## src/wwds_consts.vh

```
// Constants for the window watchdog supervisor: timing, limits, period reset value, mode codes.
// Assumes a 200 MHz system clock and a 1 ms tick derived from it.
//
// Function
// - Trigger acts when chip select rises
// - Closed window 60% then open window
// - Seven periods 10 to 1000 ms
// - Good service starts next closed window
// - Closed-window trigger causes reset, restart mode
// - Period change only with valid trigger
// - Failures count; clear on success or devmode
// - Fifteen failures enter fail-safe mode
// - Stop mode off by bits or current
// - Current above threshold restarts long window
// - Stop-mode settings change rejected, flags failure
// - Broken disable sequence clears bit b
// - Normal mode clears bits, long window
// - Bus-wake enable defaults one, normal only
// - Bus wake starts long open window
// - Reset delay end releases reset, long window
// - Development mode: watchdog off, no reset
// - Long window after init; off sleep/restart
// - Fail output held until successful trigger
`ifndef WWDS_CONSTS_VH
`define WWDS_CONSTS_VH
`define WWDS_CLK_MHZ 200
`define WWDS_TICK_US 1000
`define WWDS_TICK_CYC (`WWDS_TICK_US * `WWDS_CLK_MHZ)
`define WWDS_LONG_MS 200
`define WWDS_RESET_DELAY_MS 10
`define WWDS_CLOSED_PCT 60
`define WWDS_OPEN_END_PCT 100
`define WWDS_FAIL_LIMIT 15
`define WWDS_PERIOD_RST 3'h1
`define WWDS_MODE_INIT 3'h0
`define WWDS_MODE_NORMAL 3'h1
`define WWDS_MODE_STOP 3'h2
`define WWDS_MODE_SLEEP 3'h3
`define WWDS_MODE_RESTART 3'h4
`define WWDS_MODE_DEV 3'h5
`define WWDS_MODE_FAILSAFE 3'h6
`endif

```

## src/wwds_tick.v

```verilog
// Divider giving a one-cycle pulse per tick of the watchdog time base.
// Assumes one system clock; count is a parameter so simulation can shorten it.
`timescale 1ns/100ps
`include "wwds_consts.vh"
module wwds_tick #(
  parameter TICK_CYC = `WWDS_TICK_CYC
) (
  input wire clk_sys,
  input wire rstn,
  output reg tick
);
  reg [31:0] cnt_reg;
  // Free running divider, pulse on wrap
  always @(posedge clk_sys) begin
    if (!rstn) begin
      cnt_reg <= 32'h0000_0000;
      tick <= 1'b0;
    end else if (cnt_reg >= TICK_CYC - 1) begin
      cnt_reg <= 32'h0000_0000;
      tick <= 1'b1;
    end else begin
      cnt_reg <= cnt_reg + 32'h0000_0001;
      tick <= 1'b0;
    end
  end
endmodule

```

## src/wwds_top.v

```verilog
// Window watchdog supervisor core with mode control and failure escalation.
// Assumes a decoded SPI front end on clk_sys; async pins pass synchronisers.
`timescale 1ns/100ps
`include "wwds_consts.vh"
module wwds_top #(
  parameter TICK_CYC = `WWDS_TICK_CYC,
  parameter LONG_MS = `WWDS_LONG_MS,
  parameter RESET_DELAY_MS = `WWDS_RESET_DELAY_MS
) (
  input wire clk_sys,
  input wire rstn,
  input wire csn_pin,
  input wire wr_ctrl_pend,
  input wire [2:0] wr_period,
  input wire wr_stop_a,
  input wire wr_stop_b,
  input wire wr_bus_en_valid,
  input wire wr_bus_en,
  input wire [2:0] mode_req,
  input wire mode_req_valid,
  input wire load_high_pin,
  input wire bus_wake_pin,
  output reg reset_out_n,
  output reg fail_out_n,
  output reg [2:0] mode,
  output reg [3:0] failure_counter,
  output reg [2:0] period_select_field,
  output reg stop_disable_bit_a,
  output reg stop_disable_bit_b,
  output reg bus_wake_restart_enable,
  output reg spi_fail,
  output reg wd_running,
  output reg wake_irq,
  output reg rxd_low
);
  localparam ST_OFF = 2'h0;
  localparam ST_LONG = 2'h1;
  localparam ST_CLOSED = 2'h2;
  localparam ST_OPEN = 2'h3;
  // Limits cut to counter width on purpose; every documented value fits
  localparam integer CLOSED_PCT_I = `WWDS_CLOSED_PCT;
  localparam integer FAIL_LIMIT_I = `WWDS_FAIL_LIMIT;
  localparam [21:0] PCT_SCALE = 22'h00_0064;
  localparam [10:0] CLOSED_PCT = CLOSED_PCT_I[10:0];
  localparam [10:0] LONG_LIM = LONG_MS[10:0];
  localparam [10:0] DELAY_LIM = RESET_DELAY_MS[10:0];
  localparam [3:0] FAIL_LIM = FAIL_LIMIT_I[3:0];
  wire tick;
  reg [1:0] st_reg;
  reg [10:0] ms_reg;
  reg [1:0] csn_sync_reg;
  reg csn_last_reg;
  reg [1:0] load_sync_reg;
  reg [1:0] wake_sync_reg;
  reg wake_last_reg;
  reg [10:0] rst_cnt_reg;
  reg [2:0] mode_last_reg;
  wire commit;
  wire wake_edge;
  wire load_high;
  wire stop_off;
  reg [10:0] period_ms;
  reg [10:0] closed_ms;
  reg [21:0] closed_wide;
  reg [10:0] new_period_ms;

  wwds_tick #(.TICK_CYC(TICK_CYC)) u_tick (
    .clk_sys(clk_sys),
    .rstn(rstn),
    .tick(tick)
  );

  // Period table, settings one to seven
  function [10:0] wwds_ms;
    input [2:0] sel;
    begin
      case (sel)
        3'h1: wwds_ms = 11'd10;
        3'h2: wwds_ms = 11'd20;
        3'h3: wwds_ms = 11'd50;
        3'h4: wwds_ms = 11'd100;
        3'h5: wwds_ms = 11'd200;
        3'h6: wwds_ms = 11'd500;
        3'h7: wwds_ms = 11'd1000;
        default: wwds_ms = 11'd10;
      endcase
    end
  endfunction

  // Window lengths from the current setting
  always @* begin
    period_ms = wwds_ms(period_select_field);
    closed_wide = ({11'h000, period_ms} * {11'h000, CLOSED_PCT}) / PCT_SCALE;
    closed_ms = closed_wide[10:0];
    new_period_ms = wwds_ms(wr_period);
  end

  // Pin synchronisers; first stage read only by the second
  always @(posedge clk_sys) begin
    if (!rstn) begin
      csn_sync_reg <= 2'b11;
      csn_last_reg <= 1'b1;
      load_sync_reg <= 2'b00;
      wake_sync_reg <= 2'b00;
      wake_last_reg <= 1'b0;
    end else begin
      csn_sync_reg <= {csn_sync_reg[0], csn_pin};
      csn_last_reg <= csn_sync_reg[1];
      load_sync_reg <= {load_sync_reg[0], load_high_pin};
      wake_sync_reg <= {wake_sync_reg[0], bus_wake_pin};
      wake_last_reg <= wake_sync_reg[1];
    end
  end

  // Trigger executes only on chip select rising
  assign commit = wr_ctrl_pend & csn_sync_reg[1] & ~csn_last_reg;
  assign wake_edge = wake_sync_reg[1] & ~wake_last_reg;
  assign load_high = load_sync_reg[1];
  // Stop mode off fully, or only at low current
  assign stop_off = (stop_disable_bit_a & stop_disable_bit_b) | ~load_high;

  // Watchdog window engine and mode handling
  always @(posedge clk_sys) begin
    if (!rstn) begin
      st_reg <= ST_OFF;
      ms_reg <= 11'd0;
      rst_cnt_reg <= 11'd0;
      mode <= `WWDS_MODE_INIT;
      mode_last_reg <= `WWDS_MODE_INIT;
      reset_out_n <= 1'b0;
      fail_out_n <= 1'b1;
      failure_counter <= 4'h0;
      period_select_field <= `WWDS_PERIOD_RST;
      stop_disable_bit_a <= 1'b0;
      stop_disable_bit_b <= 1'b0;
      bus_wake_restart_enable <= 1'b1;
      spi_fail <= 1'b0;
      wd_running <= 1'b0;
      wake_irq <= 1'b0;
      rxd_low <= 1'b0;
    end else begin
      mode_last_reg <= mode;
      wake_irq <= 1'b0;
      wd_running <= (st_reg != ST_OFF);
      if (tick && st_reg != ST_OFF)
        ms_reg <= ms_reg + 11'd1;
      // Host mode requests; restart and fail-safe are held by hardware
      if (mode_req_valid && mode != `WWDS_MODE_RESTART && mode != `WWDS_MODE_FAILSAFE)
        mode <= mode_req;
      if (mode == `WWDS_MODE_INIT && mode_req_valid) begin
        st_reg <= ST_LONG;
        ms_reg <= 11'd0;
        reset_out_n <= 1'b1;
      end
      // Entering normal mode clears stop bits and rearms long window
      if (mode == `WWDS_MODE_NORMAL && mode_last_reg != `WWDS_MODE_NORMAL) begin
        stop_disable_bit_a <= 1'b0;
        stop_disable_bit_b <= 1'b0;
        rxd_low <= 1'b0;
        if (mode_last_reg != `WWDS_MODE_RESTART) begin
          st_reg <= ST_LONG;
          ms_reg <= 11'd0;
        end
      end
      // Modes in which the watchdog stands still
      if (mode == `WWDS_MODE_SLEEP || mode == `WWDS_MODE_DEV ||
          mode == `WWDS_MODE_FAILSAFE || mode == `WWDS_MODE_INIT)
        st_reg <= ST_OFF;
      if (mode == `WWDS_MODE_DEV)
        failure_counter <= 4'h0;
      // Stop mode current and bus-wake handling
      if (mode == `WWDS_MODE_STOP) begin
        if (bus_wake_restart_enable && wake_edge) begin
          st_reg <= ST_LONG;
          ms_reg <= 11'd0;
          wake_irq <= 1'b1;
          rxd_low <= 1'b1;
        end else if (st_reg == ST_OFF && !stop_off) begin
          st_reg <= ST_LONG;
          ms_reg <= 11'd0;
        end else if (st_reg != ST_OFF && stop_off && !rxd_low) begin
          st_reg <= ST_OFF;
        end
      end
      // Stop bits and bus-wake bit written only in normal mode
      if (commit && mode == `WWDS_MODE_NORMAL) begin
        if (wr_bus_en_valid)
          bus_wake_restart_enable <= wr_bus_en;
        // Bit b only after bit a; otherwise sequence broken
        if (wr_stop_b && !stop_disable_bit_a)
          stop_disable_bit_b <= 1'b0;
        else
          stop_disable_bit_b <= wr_stop_b;
        stop_disable_bit_a <= wr_stop_a;
      end
      // Service and closed window hits
      if (commit && mode != `WWDS_MODE_DEV) begin
        if (mode == `WWDS_MODE_STOP && (wr_period != period_select_field ||
            wr_stop_a || wr_stop_b)) begin
          spi_fail <= 1'b1;
          st_reg <= ST_LONG;
          ms_reg <= 11'd0;
        end else if (mode == `WWDS_MODE_STOP && st_reg == ST_OFF) begin
          st_reg <= ST_LONG;
          ms_reg <= 11'd0;
        end else if (st_reg == ST_CLOSED) begin
          st_reg <= ST_OFF;
          mode <= `WWDS_MODE_RESTART;
          reset_out_n <= 1'b0;
          fail_out_n <= 1'b0;
          rst_cnt_reg <= 11'd0;
          failure_counter <= failure_counter + 4'h1;
        end else if (st_reg == ST_OPEN || st_reg == ST_LONG) begin
          st_reg <= ST_CLOSED;
          ms_reg <= 11'd0;
          if (mode == `WWDS_MODE_NORMAL)
            period_select_field <= (wr_period == 3'h0) ? period_select_field : wr_period;
          failure_counter <= 4'h0;
          fail_out_n <= 1'b1;
          rxd_low <= 1'b0;
        end
      end else if (tick) begin
        // Window boundaries on the tick
        if (st_reg == ST_CLOSED && ms_reg + 11'd1 >= closed_ms) begin
          st_reg <= ST_OPEN;
        end else if ((st_reg == ST_OPEN && ms_reg + 11'd1 >= period_ms) ||
                     (st_reg == ST_LONG && ms_reg + 11'd1 >= LONG_LIM)) begin
          st_reg <= ST_OFF;
          mode <= `WWDS_MODE_RESTART;
          reset_out_n <= 1'b0;
          fail_out_n <= 1'b0;
          rst_cnt_reg <= 11'd0;
          failure_counter <= failure_counter + 4'h1;
        end
      end
      // Restart mode: reset delay then normal with long window
      if (mode == `WWDS_MODE_RESTART) begin
        if (failure_counter >= FAIL_LIM) begin
          mode <= `WWDS_MODE_FAILSAFE;
        end else if (tick) begin
          if (rst_cnt_reg + 11'd1 >= DELAY_LIM) begin
            mode <= `WWDS_MODE_NORMAL;
            reset_out_n <= 1'b1;
            st_reg <= ST_LONG;
            ms_reg <= 11'd0;
          end else begin
            rst_cnt_reg <= rst_cnt_reg + 11'd1;
          end
        end
      end
    end
  end
endmodule

```

## config.mk

```make
export PLATFORM = sky130hd
export DESIGN_NAME = wwds_top
export DESIGN_NICKNAME = d
export VERILOG_FILES = /design/src/wwds_tick.v /design/src/wwds_top.v
export VERILOG_INCLUDE_DIRS = /design/src
export SDC_FILE = /design/constraint.sdc
export NUM_CORES = 1
export LEC_CHECK = 0
export ABC_AREA = 1
export BUFFER_PORTS_ARGS = -buffer_cell sky130_fd_sc_hd__buf_2
export CORE_MARGIN = 2
export CORE_UTILIZATION = 40
export DETAILED_ROUTE_END_ITERATION = 12
export GPL_ROUTABILITY_DRIVEN = 0
export PLACE_DENSITY = 0.67
export SYNTH_ARGS = -nofsm -noshare
export SYNTH_HDL_FRONTEND = slang
export SYNTH_SLANG_ARGS = --single-unit
```

## constraint.sdc

```tcl
create_clock -name clk_sys -period 9.1 [get_ports clk_sys]
set_input_delay 0.91 -clock clk_sys [delete_from_list [all_inputs] [get_ports clk_sys]]
set_output_delay 0.91 -clock clk_sys [all_outputs]
set_load 0.02 [all_outputs]
```

==> flow_summary_export.csv <==
group,metric,value,unit
run_status,outcome,"finished clean",
synth,synth_cells,983,
worst_hold_path,hold_path_depth,2,
synth,synth-seq-cells,87,
synth,synth_edf_count,0,
sta,worst_slack,810,ps
final_layout,final_cell_area,0.00750,mm^2
synth,async_flop_share,0,%
sta,timing.fmax,121,MHz
power_and_ir_drop,ir_worst_vdd,0.100,mV
synth,syn_area,0.00671,mm^2
worst_setup_path,cp-start-kind,"flip-flop",
clocking,clkLatencyLatePin,340,ps
worst_setup_path,crit_path_max_fanout,12,
clocking,cts-root-buf,"clkbuf_16",
sta,finalClockSkew,5.44,ps
grt,grt_overflow,0,
final_layout,area_growth,11.8,%
final_layout,final_cell_mix,"nand2_1, inv_1, nor2_1",
sta,finalCritPeriodShare,91.1,%
sta,slew_headroom,44.4,%
grt,grt_pass1_vias,5703,
die,core_area,0.0165,mm^2
drt,antenna_left,0,
power_and_ir_drop,power.total,0.808,mW
sta,tightest_slew,831,ps
final_layout,mostFrequentLayoutCell,"nand2_1",
final_layout,layout.nets,1103,
drt,routed_via_density,4.91,
synth,synth_compound_area_share,12.0,%
synth,synth_top_area_cell,"dfxtp_1",
synth,synth.area.mux_share,0,%
final_layout,largest_reg_flops,32,
placed_design,io_buffer_count,35,
worst_setup_path,rr_endpoint,"st_reg[1]",
drt,via_count,6189,
worst_setup_path,slowest_delay,520,ps
synth,synth.top_cell.area_share,25.9,%
worst_setup_path,r2r_cells,61,
die,row_count,47,
die,die_x,134,um
die,die-area,0.0178,mm^2
clocking,clock-sinks,87,
power_and_ir_drop,leakagePower,3.92,nW
worst_setup_path,cp.required,9360,ps
synth,yosysSeqAreaShare,25.9,%
final_layout,drive_gt1_share,15.1,%
grt,antenna_found_initial,0,
synth,synth_warnings,0,
worst_setup_path,worst-setup-path-type,"reg -> reg",
worst_setup_path,r2r-start,"period_select_field[2]",
worst_setup_path,worstPathArrival,8550,ps
die,die_h,134,um
sta,final-max-slew-violation-count,0,
placed_design,place_hpwl,11600,um
sta,hold_viol,0,
die,ios,36,
synth,synthTopCellsByArea,"dfxtp_1, nand2_1, inv_1",
placed_design,place_ws,259,ps
synth,synth-xor-area-share,3.50,%
clocking,htreeDepth,3,
worst_hold_path,hold_end,"load_sync_reg[1]",
drt,drc,0,
clocking,cts_hold_buf,0,
die,start_util,40.8,%
sta,tns,0,ps
final_layout,diodes,0,
drt,dr.pass1.iters,5,
clocking,numCtsBuffers,9,
drt,first_iter_violations,301,
synth,synthAdderAreaFrac,9.99,%
worst_setup_path,crit_path_end_kind,"flip-flop",
worst_setup_path,crit_slowest_cell,"fa_1",
drt,wire_per_inst,11.5,um
sta,min_period,8290,ps
worst_hold_path,hp-class,"reg -> reg",
placed_design,post_dp_cell_area,0.00718,mm^2
clocking,cts.clk_slew.worst_paths,60,ps
synth,synthFlopType,"dfxtp_1",
worst_setup_path,r2r_slack,810,ps
power_and_ir_drop,power_density,108,mW/mm^2
worst_hold_path,hold_start,"load_sync_reg[0]",
grt,grt_pass1_wl,25400,um
drt,drt-total-wl,14500,um
grt,track_usage,16.8,%
synth,ys_types,57,
final_layout,final_util,45.6,%
synth,synth-simple-area-share,38.4,%
run,drv_cap,0,
grt,grt_max_degree,25,
clocking,clk_path_buf_depth,2,
worst_setup_path,cpMostUsedCell,"nand2_4",
synth,syn_area_per_cell,6.83,um^2
synth,synth_top_family_by_area,"simple AND/OR/NAND/NOR gates",
sta,setup_violations,0,
clocking,cts_tree,"built",
## synthesized netlist by cell type, types with 4 or more instances
library cell / number
a211oi_1: 10
a21oi_1: 39
a31oi_1: 5
clkbuf_1: 8
dfxtp_1: 87
fa_1: 6
ha_1: 44
inv_1: 150
inv_2: 13
nand2_1: 209
nand2_2: 22
nand2_4: 16
nand3_1: 76
nand3_2: 12
nand3_4: 4
nand4_1: 21
nor2_1: 94
nor2_2: 7
nor3_1: 14
nor3b_1: 6
nor4_1: 7
o211ai_1: 6
o21a_1: 4
o21ai_0: 32
o21ai_1: 8
o22ai_1: 4
or2_2: 6
xnor2_1: 5
xor2_1: 20
## timing repair
action | CTS | global route
buffers inserted | 0 | 2
setup endpoints to repair | 0 | 2
resized for setup | 0 | 13
## kinds of logic (layout without fill, tap and decap cells)
| family | count (synthesis) | in the layout |
|---|---|---|
| and+or+nand+nor | 510 | 510 |
| buffers and inverters | 177 | 222 |
| AOI/OAI and AO/OA | 131 | 131 |
| DFF | 87 | 87 |
| adders and majority gates | 50 | 50 |
| xor gates and xnor gates | 26 | 26 |
| other | 2 | 15 |
## metrics by stage
stage / hold WS (ps) / instances
6_report: 411 / 1261
5_1_grt: 431 / 1261
4_1_cts: 414 / 1259
3_5_place_dp: 399 / 1243
3_3_place_gp: 395 / 1243
2_1_floorplan: 390 / 996
## power by group
part | internal, mW | switching (mW)
logic | 0.0236 | 0.0417
clock network | 0.188 | 0.155
registers | 0.392 | 0.00812
## area by class of cell
class                   count  area (um^2)
flip-flops and latches     87         1750
well taps                 220          275
clock buffers               9          225
inverters                 167          631
fillers                  1743         8960
multi-input cells         732         4370
clock inverters             7         56.3
repair buffers             39          205
## how the worst max path moves through the flow
stage,start,end,depth (start not counted)
4_1_cts,period_select_field[2],st_reg[1],61
2_1_floorplan,period_select_field[0],st_reg[1],63
3_3_place_gp,period_select_field[2],st_reg[1],61
5_1_grt,period_select_field[0],st_reg[1],63
6_report,period_select_field[2],st_reg[1],61
3_5_place_dp,period_select_field[2],st_reg[1],61
## per-layer routing
metal  GRT usage (%)  wire [um]
met5               0          0
met4            4.08        122
met3            1.71        403
met2            29.2       6780
met1            22.4       7200
## critical path, delay by kind of cell, from the launching register on
kind            cells  cell delay, ps
compound gates     10            1430
fa+ha+maj           6            1880
buf+inv             5             380
flops               1             460
simple gates       40            4040
Note: power is estimated with default switching activity, not from simulation.
